--- config.mk ---
export PLATFORM = sky130hd
export DESIGN_NAME = port_b_gpio
export DESIGN_NICKNAME = d
export VERILOG_FILES = /design/src/rtl/port_b_pkg.sv /design/src/rtl/pin_sync.sv /design/src/rtl/change_detect.sv /design/src/rtl/port_b_gpio.sv
export SDC_FILE = /design/constraint.sdc
export NUM_CORES = 1
export LEC_CHECK = 0
export ABC_AREA = 1
export BUFFER_PORTS_ARGS = -buffer_cell sky130_fd_sc_hd__buf_2
export CAP_MARGIN = 0
export CELL_PAD_IN_SITES_DETAIL_PLACEMENT = 1
export CELL_PAD_IN_SITES_GLOBAL_PLACEMENT = 1
export CORE_UTILIZATION = 38
export CTS_CLUSTER_DIAMETER = 100
export DETAILED_ROUTE_END_ITERATION = 10
export MAX_ROUTING_LAYER = met4
export PLACE_DENSITY = 0.84
export SYNTH_ARGS = -nofsm -noshare
export SYNTH_HDL_FRONTEND = slang
export SYNTH_SLANG_ARGS = --single-unit
--- constraint.sdc ---
create_clock -name ref_clk_i -period 2.07 [get_ports ref_clk_i]
set_clock_uncertainty 0.05 [all_clocks]
set_input_delay 0.1035 -clock ref_clk_i [delete_from_list [all_inputs] [get_ports ref_clk_i]]
set_output_delay 0.1035 -clock ref_clk_i [all_outputs]
set_load 0.01 [all_outputs]
--- src/rtl/port_b_pkg.sv ---
package port_b_pkg;
  // bus shape
  localparam int ADDR_W = 8;
  localparam int DATA_W = 32;
  typedef logic [7:0] byte_type;
  // register byte addresses
  localparam logic [7:0] OFF_PIN_VALUE = 8'h00;
  localparam logic [7:0] OFF_OUTPUT_LATCH = 8'h04;
  localparam logic [7:0] OFF_DIRECTION = 8'h08;
  localparam logic [7:0] OFF_ICTL_MAIN = 8'h0c;
  localparam logic [7:0] OFF_ICTL_SECOND = 8'h10;
  localparam logic [7:0] OFF_ICTL_THIRD = 8'h14;
  localparam logic [7:0] OFF_ANALOG_CFG = 8'h18;
  localparam logic [7:0] OFF_ALT_CTRL = 8'h1c;
  // field positions
  localparam int BIT_CHANGE_FLAG = 0;
  localparam int BIT_CHANGE_IRQ_EN = 3;
  localparam int BIT_PULLUP_DIS_N = 7;
  localparam int BIT_CHANGE_PRIO = 0;
  localparam int BIT_CAN_EN = 0;
  localparam int BIT_LVP_EN = 1;
  localparam int PIN_CAN_TX = 2;
  localparam int PIN_CAN_RX = 3;
  localparam int PIN_LVP = 5;
  localparam int CHANGE_LO = 4;
  // implemented-bit masks, others read zero
  localparam byte_type MASK_ICTL_SECOND = 8'hf5;
  localparam byte_type MASK_ICTL_THIRD = 8'hdb;
  localparam byte_type MASK_ANALOG_CFG = 8'h3f;
  localparam byte_type MASK_ALT_CTRL = 8'h03;
  // reset values
  localparam byte_type RST_LATCH = 8'h00;
  localparam byte_type RST_DIRECTION = 8'hff;
  localparam byte_type RST_ICTL_MAIN = 8'h00;
  localparam byte_type RST_ICTL_SECOND = 8'h80;
  localparam byte_type RST_ICTL_THIRD = 8'h00;
  localparam byte_type RST_CFG_ANALOG = 8'h00;
  localparam byte_type RST_CFG_DIGITAL = 8'h0f;
  localparam byte_type RST_ALT_CTRL = 8'h00;
  // analog channel numbers of the pins that carry one
  localparam logic [3:0] CH_PIN0 = 4'ha;
  localparam logic [3:0] CH_PIN1 = 4'h8;
  localparam logic [3:0] CH_PIN4 = 4'h9;
  localparam logic [3:0] CFG_TOP = 4'hf;
endpackage : port_b_pkg

--- src/rtl/pin_sync.sv ---
`timescale 1ns/10ps
// three-stage synchroniser, output follows once stages two and three agree
module pin_sync (
  input wire logic ref_clk_i,
  input wire logic reset_i,
  input wire logic [7:0] async_i,
  output logic [7:0] stable_o
);
  import port_b_pkg::*;

  logic [7:0] stage1;
  logic [7:0] stage2;
  logic [7:0] stage3;

  genvar g;
  generate
    for (g = 0; g < 8; g++) begin : g_bit
      // stage one feeds only stage two
      always_ff @(posedge ref_clk_i) begin
        if (reset_i) begin
          stage1[g] <= 1'b0;
          stage2[g] <= 1'b0;
          stage3[g] <= 1'b0;
          stable_o[g] <= 1'b0;
        end else begin
          stage1[g] <= async_i[g];
          stage2[g] <= stage1[g];
          stage3[g] <= stage2[g];
          if (stage2[g] == stage3[g]) begin
            stable_o[g] <= stage3[g];
          end
        end
      end
    end
  endgenerate
endmodule : pin_sync

--- src/rtl/change_detect.sv ---
`timescale 1ns/10ps
// compares the upper four inputs with the snapshot of the last port access
module change_detect (
  input wire logic ref_clk_i,
  input wire logic reset_i,
  input wire logic [3:0] sample_i,
  input wire logic [3:0] input_en_i,
  input wire logic refresh_i,
  input wire logic [3:0] refresh_value_i,
  input wire logic flag_set_i,
  input wire logic flag_clear_i,
  output logic mismatch_o,
  output logic port_change_flag_o
);
  import port_b_pkg::*;

  logic [3:0] snapshot;
  logic port_change_flag;

  // outputs are left out of the comparison
  assign mismatch_o = |((sample_i ^ snapshot) & input_en_i);

  // snapshot refreshed by port access
  always_ff @(posedge ref_clk_i) begin
    if (reset_i) begin
      snapshot <= 4'h0;
    end else if (refresh_i) begin
      snapshot <= refresh_value_i;
    end
  end

  // set wins over clear while mismatch stands
  always_ff @(posedge ref_clk_i) begin
    if (reset_i) begin
      port_change_flag <= 1'b0;
    end else if (mismatch_o || flag_set_i) begin
      port_change_flag <= 1'b1;
    end else if (flag_clear_i) begin
      port_change_flag <= 1'b0;
    end
  end

  assign port_change_flag_o = port_change_flag;
endmodule : change_detect

--- src/rtl/port_b_gpio.sv ---
`timescale 1ns/10ps
module port_b_gpio (
  input wire logic ref_clk_i,
  input wire logic reset_i,
  input wire logic psel_i,
  input wire logic penable_i,
  input wire logic pwrite_i,
  input wire logic [port_b_pkg::ADDR_W-1:0] paddr_i,
  input wire logic [port_b_pkg::DATA_W-1:0] pwdata_i,
  output logic [port_b_pkg::DATA_W-1:0] prdata_o,
  output logic pready_o,
  output logic pslverr_o,
  input wire logic [7:0] pin_i,
  output logic [7:0] pin_o,
  output logic [7:0] pin_oe_o,
  output logic [7:0] pullup_en_o,
  output logic [7:0] analog_en_o,
  input wire logic analog_at_por_select_i,
  input wire logic can_transmit_out_i,
  input wire logic mem_to_mem_move_i,
  output logic port_change_flag_o,
  output logic wake_o,
  output logic [2:0] ext_irq_in_o,
  output logic can_receive_in_o,
  output logic low_volt_prog_entry_o
);
  import port_b_pkg::*;

  byte_type latch;
  byte_type direction;
  byte_type ictl_main;
  byte_type ictl_second;
  byte_type ictl_third;
  byte_type analog_cfg;
  byte_type alt_ctrl;
  byte_type pin_sync_value;
  byte_type pin_read;
  byte_type analog_mask;
  byte_type alt_own;
  byte_type override_mask;
  byte_type read_value;
  byte_type next_pin;
  byte_type next_oe;
  byte_type next_pullup;
  byte_type wdata;
  logic setup;
  logic access;
  logic wr;
  logic port_access;
  logic can_en;
  logic lvp_en;
  logic mismatch;
  logic change_flag;

  // true for the eight decoded word addresses
  function automatic logic is_mapped(input logic [ADDR_W-1:0] a);
    case (a)
      OFF_PIN_VALUE, OFF_OUTPUT_LATCH, OFF_DIRECTION, OFF_ICTL_MAIN,
      OFF_ICTL_SECOND, OFF_ICTL_THIRD, OFF_ANALOG_CFG, OFF_ALT_CTRL: begin
        is_mapped = 1'b1;
      end
      default: begin
        is_mapped = 1'b0;
      end
    endcase
  endfunction : is_mapped

  // channel is analog while its code is at or below the top minus channel
  function automatic logic chan_analog(input logic [3:0] cfg, input logic [3:0] ch);
    chan_analog = (cfg <= (CFG_TOP - ch));
  endfunction : chan_analog

  // apb phases
  assign setup = psel_i & ~penable_i;
  assign access = psel_i & penable_i;
  assign wr = access & pwrite_i;
  assign wdata = pwdata_i[7:0];
  assign pready_o = 1'b1;
  assign port_access = access & (paddr_i == OFF_PIN_VALUE) & ~mem_to_mem_move_i;

  // alternate function enables
  assign can_en = alt_ctrl[BIT_CAN_EN];
  assign lvp_en = alt_ctrl[BIT_LVP_EN];

  // analog ownership; pins 3..2 follow the channel of pin 1
  always_comb begin
    analog_mask = 8'h00;
    analog_mask[0] = chan_analog(analog_cfg[3:0], CH_PIN0);
    analog_mask[1] = chan_analog(analog_cfg[3:0], CH_PIN1);
    analog_mask[2] = analog_mask[1];
    analog_mask[3] = analog_mask[1];
    analog_mask[4] = chan_analog(analog_cfg[3:0], CH_PIN4);
  end
  assign analog_en_o = analog_mask;

  // pins owned by any alternate function
  always_comb begin
    alt_own = analog_mask;
    alt_own[PIN_CAN_TX] = analog_mask[PIN_CAN_TX] | can_en;
    alt_own[PIN_CAN_RX] = analog_mask[PIN_CAN_RX] | can_en;
    alt_own[PIN_LVP] = lvp_en;
  end

  // pins whose driver is overridden instead of taken from the direction bit
  always_comb begin
    override_mask = 8'h00;
    override_mask[PIN_CAN_TX] = can_en;
    override_mask[PIN_LVP] = lvp_en;
  end

  // pin input synchroniser
  pin_sync u_sync (
    .ref_clk_i(ref_clk_i),
    .reset_i(reset_i),
    .async_i(pin_i),
    .stable_o(pin_sync_value)
  );

  // analog pins read low on the digital path
  assign pin_read = pin_sync_value & ~analog_mask;

  // synchronised inputs to the peripherals sharing the port
  always_ff @(posedge ref_clk_i) begin
    if (reset_i) begin
      ext_irq_in_o <= 3'h0;
      can_receive_in_o <= 1'b0;
      low_volt_prog_entry_o <= 1'b0;
    end else begin
      ext_irq_in_o <= pin_read[2:0];
      can_receive_in_o <= pin_sync_value[PIN_CAN_RX];
      low_volt_prog_entry_o <= pin_sync_value[PIN_LVP];
    end
  end

  // output latch: written through the latch or the port address
  always_ff @(posedge ref_clk_i) begin
    if (reset_i) begin
      latch <= RST_LATCH;
    end else if (wr && (paddr_i == OFF_OUTPUT_LATCH || paddr_i == OFF_PIN_VALUE)) begin
      latch <= wdata;
    end
  end

  // direction register
  always_ff @(posedge ref_clk_i) begin
    if (reset_i) begin
      direction <= RST_DIRECTION;
    end else if (wr && paddr_i == OFF_DIRECTION) begin
      direction <= wdata;
    end
  end

  // main control, flag bit lives in the change detector
  always_ff @(posedge ref_clk_i) begin
    if (reset_i) begin
      ictl_main <= RST_ICTL_MAIN;
    end else if (wr && paddr_i == OFF_ICTL_MAIN) begin
      ictl_main <= wdata;
    end
  end

  // second and third controls
  always_ff @(posedge ref_clk_i) begin
    if (reset_i) begin
      ictl_second <= RST_ICTL_SECOND;
      ictl_third <= RST_ICTL_THIRD;
    end else if (wr && paddr_i == OFF_ICTL_SECOND) begin
      ictl_second <= wdata & MASK_ICTL_SECOND;
    end else if (wr && paddr_i == OFF_ICTL_THIRD) begin
      ictl_third <= wdata & MASK_ICTL_THIRD;
    end
  end

  // analog configuration, reset value picked by the strap
  always_ff @(posedge ref_clk_i) begin
    if (reset_i) begin
      analog_cfg <= analog_at_por_select_i ? RST_CFG_DIGITAL : RST_CFG_ANALOG;
    end else if (wr && paddr_i == OFF_ANALOG_CFG) begin
      analog_cfg <= wdata & MASK_ANALOG_CFG;
    end
  end

  // alternate function enables
  always_ff @(posedge ref_clk_i) begin
    if (reset_i) begin
      alt_ctrl <= RST_ALT_CTRL;
    end else if (wr && paddr_i == OFF_ALT_CTRL) begin
      alt_ctrl <= wdata & MASK_ALT_CTRL;
    end
  end

  // read multiplexer
  always_comb begin
    case (paddr_i)
      OFF_PIN_VALUE: read_value = pin_read;
      OFF_OUTPUT_LATCH: read_value = latch;
      OFF_DIRECTION: read_value = direction;
      OFF_ICTL_MAIN: read_value = {ictl_main[7:1], change_flag};
      OFF_ICTL_SECOND: read_value = ictl_second;
      OFF_ICTL_THIRD: read_value = ictl_third;
      OFF_ANALOG_CFG: read_value = analog_cfg;
      OFF_ALT_CTRL: read_value = alt_ctrl;
      default: read_value = 8'h00;
    endcase
  end

  // read data and error taken at setup, shown through the access phase
  always_ff @(posedge ref_clk_i) begin
    if (reset_i) begin
      prdata_o <= 32'h0;
      pslverr_o <= 1'b0;
    end else if (setup) begin
      prdata_o <= {24'h0, read_value};
      pslverr_o <= ~is_mapped(paddr_i);
    end
  end

  // change detection on the upper four pins
  change_detect u_change (
    .ref_clk_i(ref_clk_i),
    .reset_i(reset_i),
    .sample_i(pin_read[7:CHANGE_LO]),
    .input_en_i(direction[7:CHANGE_LO]),
    .refresh_i(port_access),
    .refresh_value_i(pwrite_i ? pin_read[7:CHANGE_LO] : prdata_o[7:CHANGE_LO]),
    .flag_set_i(wr && paddr_i == OFF_ICTL_MAIN && wdata[BIT_CHANGE_FLAG]),
    .flag_clear_i(wr && paddr_i == OFF_ICTL_MAIN && !wdata[BIT_CHANGE_FLAG]),
    .mismatch_o(mismatch),
    .port_change_flag_o(change_flag)
  );
  assign port_change_flag_o = change_flag;

  // wake request while the change event is enabled
  assign wake_o = change_flag & ictl_main[BIT_CHANGE_IRQ_EN];

  // pin drive with alternate overrides
  always_comb begin
    next_oe = ~direction;
    next_pin = latch;
    if (can_en) begin
      next_oe[PIN_CAN_TX] = 1'b1;
      next_pin[PIN_CAN_TX] = can_transmit_out_i;
    end
    if (lvp_en) begin
      next_oe[PIN_LVP] = 1'b0;
    end
  end

  // pull-ups only on plain digital inputs with the global enable low
  always_comb begin
    if (ictl_second[BIT_PULLUP_DIS_N]) begin
      next_pullup = 8'h00;
    end else begin
      next_pullup = direction & ~alt_own;
    end
  end

  // registered pin outputs
  always_ff @(posedge ref_clk_i) begin
    if (reset_i) begin
      pin_o <= 8'h00;
      pin_oe_o <= 8'h00;
      pullup_en_o <= 8'h00;
    end else begin
      pin_o <= next_pin;
      pin_oe_o <= next_oe;
      pullup_en_o <= next_pullup;
    end
  end
endmodule : port_b_gpio

==> flow_metrics.py <==
metrics = {
    "timing": {
        "setup_viol": 0,
        "worstMarginPinSlew_ps": 520,
        "min_period_over_period_pct": 91.2,
        "fin_crit_ps": 1890,
        "drv_slew": 0,
        "hold_violations": 0,
        "rsz0062_at_grt": "no",
        "fin_tns_setup_ps": 0,
        "fmax_mhz": 530,
        "slew_headroom_pct": 65.3,
        "setup_ws_ps": 182,
    },
    "clock_network": {
        "cts_made_buffers": 17,
        "htreeDepth": 4,
        "cts-root-buf": "clkbuf_16",
        "cts_max_path_buffers": 2,
        "ctsResizeCount": 0,
        "cts_tree": "done",
        "clkTransAtPathRegs_ps": 50,
        "clock_latency_ps": 420,
        "cts_sinks": 118,
    },
    "detailed_routing": {
        "vias": 4337,
        "dr.pass1.iters": 4,
        "detail-route-antenna-nets": 0,
        "route.detailed.drc": 0,
        "vias_per_cell": 4.82,
        "wire_per_inst_um": 15.6,
        "drt_first_iter_violations": 227,
        "routed_wl_um": 14000,
    },
    "grt": {
        "grt_max_degree": 53,
        "grt_pass1_wl_um": 22000,
        "grt_overflow": 0,
        "grt_pass1_vias": 4446,
        "antenna_found_initial": 0,
        "track_usage_pct": 22.9,
    },
    "power_and_ir_drop": {
        "p_leak_nw": 2.89,
        "switching_share_pct": 22.2,
        "p_per_area_nw_per_um2": 913,
        "p_int_w": 0.00432,
        "clkPwrFrac_pct": 52.5,
        "p_seq_share_pct": 42.2,
        "vdd_drop_max_v": 0.000410,
        "combPwrFrac_pct": 5.3,
        "p_sw_w": 0.00123,
    },
    "floorplanning": {
        "rows": 40,
        "initial_utilization_pct": 39.7,
        "die_area_um2": 13200,
        "die_width_um": 115,
        "io_pins": 129,
        "die_y_um": 115,
        "core_um2": 12200,
    },
    "outcome": {
        "status": "completed",
    },
    "finish": {
        "regArea_um2": 2420,
        "layout_commonest_cell": "dfxtp_1",
        "nFillCells": 1567,
        "multiInputGateArea_um2": 1820,
        "antenna_cells": 0,
        "finalNetCount": 775,
        "mostFrequentLayoutCells": "dfxtp_1, nand2_1, nor2_1",
        "syn_to_final_growth_pct": 25.4,
        "fin_util_pct": 49.8,
        "drive_gt1_share_pct": 19.7,
    },
    "critical_path": {
        "r2r_setup_slack_ps": 380,
        "critPathKind": "in2reg",
        "path_cells": "dlygate4sd3_1 > buf_2 > inv_1 > nand2_1 > nor2_2 > buf_4 > nand3_1 > o21ai_0 > a21oi_1",
        "crit_family": "buffers and inverters",
        "crit_arrival_ps": 2130,
        "path_buf_inv": 4,
        "slowest_stage": "dlygate4sd3_1",
        "start_kind": "input pin",
        "cp-end-kind": "register",
        "cpPeakStageDelay_ps": 530,
        "cp_max_fo": 12,
        "cp.required_ps": 2310,
    },
    "hold_path": {
        "hold_path_class": "in2reg",
    },
    "logic_synthesis": {
        "ys_ff_latch": 118,
        "synthFlopType": "dfxtp_1",
        "seq_area_frac_synth_pct": 50.0,
        "synthCells": 621,
        "synth_cell_types": 32,
        "synth_area_um2": 4850,
        "avgSynthCellArea_um2": 7.81,
        "async_flop_share_pct": 0,
        "synth_edf_count": 6,
        "ys_warn_count": 0,
    },
    "run": {
        "max_cap_violations": 0,
    },
    "placement": {
        "dp_slack_ps": 318,
        "dp_hpwl_um": 9700,
        "port_buffers": 76,
        "place_congestion": 0.884,
    },
}
cells in the mapped netlist (4+ instances only):
cell type / number / share of area [%]
dfxtp_1: 112 / 46
nand2_1: 92 / 7.1
nor2_1: 86 / 6.7
inv_1: 83 / 6.4
a21oi_1: 46 / 4.7
nand3_1: 43 / 4.4
buf_4: 37 / 5.7
o21ai_0: 36 / 3.7
o211ai_1: 8 / 1.2
o21ai_1: 8 / 0.83
clkbuf_1: 7 / 0.54
nor3_1: 7 / 0.72
edfxtp_1: 6 / 3.7
nor2_4: 6 / 1.4
buf_1: 5 / 0.39
inv_2: 5 / 0.39
buf_2: 4 / 0.41
nand2_2: 4 / 0.52
sequential cells by signal (all words and copies together), names as in the netlist:
register,count
can_receive_in_o,1
u_change.snapshot,4
direction,8
ictl_second,6
u_sync.stage1,8
analog_cfg,6
prdata_o,8
u_sync.stable_o,8
low_volt_prog_entry_o,1
pslverr_o,1
latch,8
u_sync.stage3,8
ictl_main,7
alt_ctrl,2
pin_oe_o,8
pullup_en_o,8
ictl_third,6
u_sync.stage2,8
u_change.port_change_flag_o,1
pin_o,8
ext_irq_in_o,3
path summary, 6_finish.rpt:
| path | start | cells past startpoint | endpoint |
|---|---|---|---|
| hold reg to reg | u_sync.stage1[5]$_SDFF_PP0_ | 2 | u_sync.stage2[5]$_SDFF_PP0_ |
| setup reg to reg | analog_cfg[3]$_DFFE_PP_ | 9 | u_change.port_change_flag_o$_SDFFE_PP0P_ |
| setup / recovery | paddr_i[6] | 9 | ictl_third[6]$_SDFFE_PP0P_ |
| hold / removal | analog_at_por_select_i | 3 | analog_cfg[3]$_DFFE_PP_ |
stage by stage:
step	std cells	instance area (um^2)	total power, W	hold WS (ps)
final	900	6080	0.00555	17.7
after global placement	846	5270	0.00263	257
after global routing	900	6080	0.00570	41.2
after floorplan	647	4950	0.00258	160
after detailed placement	846	5270	0.00265	263
after CTS	900	6080	0.00557	7.48
logic make-up after synthesis:
| logic type | synth area share (%) |
|---|---|
| and+or+nand+nor | 23.1 |
| buffers and inverters | 14.5 |
| DFF | 50.0 |
| AOI/OAI and AO/OA | 11.5 |
| muxes | 0.852 |
| other | 0.155 |
timing repair:
item,in CTS,in global routing
endpoints found under the setup margin,0,0
hold endpoints to repair,34,0
setup buffers,0,0
hold buffers,22,0
area by class of cell:
class                   count  share of cell area, %
multi-input cells         385                   30.0
clock inverters             9                   1.61
repair buffers            108                   11.5
clock buffers              23                   8.05
flip-flops and latches    118                   39.9
inverters                  89                   5.52
well taps                 168                   3.46
power by group through the flow:
stage	logic (W)	registers [W]	clock network, W
after floorplan	0.000192	0.00239	0
after global placement	0.000246	0.00239	0
after detailed placement	0.000257	0.00239	0
after CTS	0.000292	0.00234	0.00294
after global routing	0.000321	0.00235	0.00303
final	0.000293	0.00234	0.00291
layer usage:
layer	vias up	GRT usage (%)	routed length, um
met5	-	-	0
met4	0	7.27	225
met3	28	6.06	696
met2	106	40.8	7390
met1	2104	24.6	5700
li1	2099	-	-
tightest hold or removal path, stage by stage:
cell and delay, ps:
buf_2 70, nand2_1 110, nand2_1 90
Power figures use the tool's default switching activity.
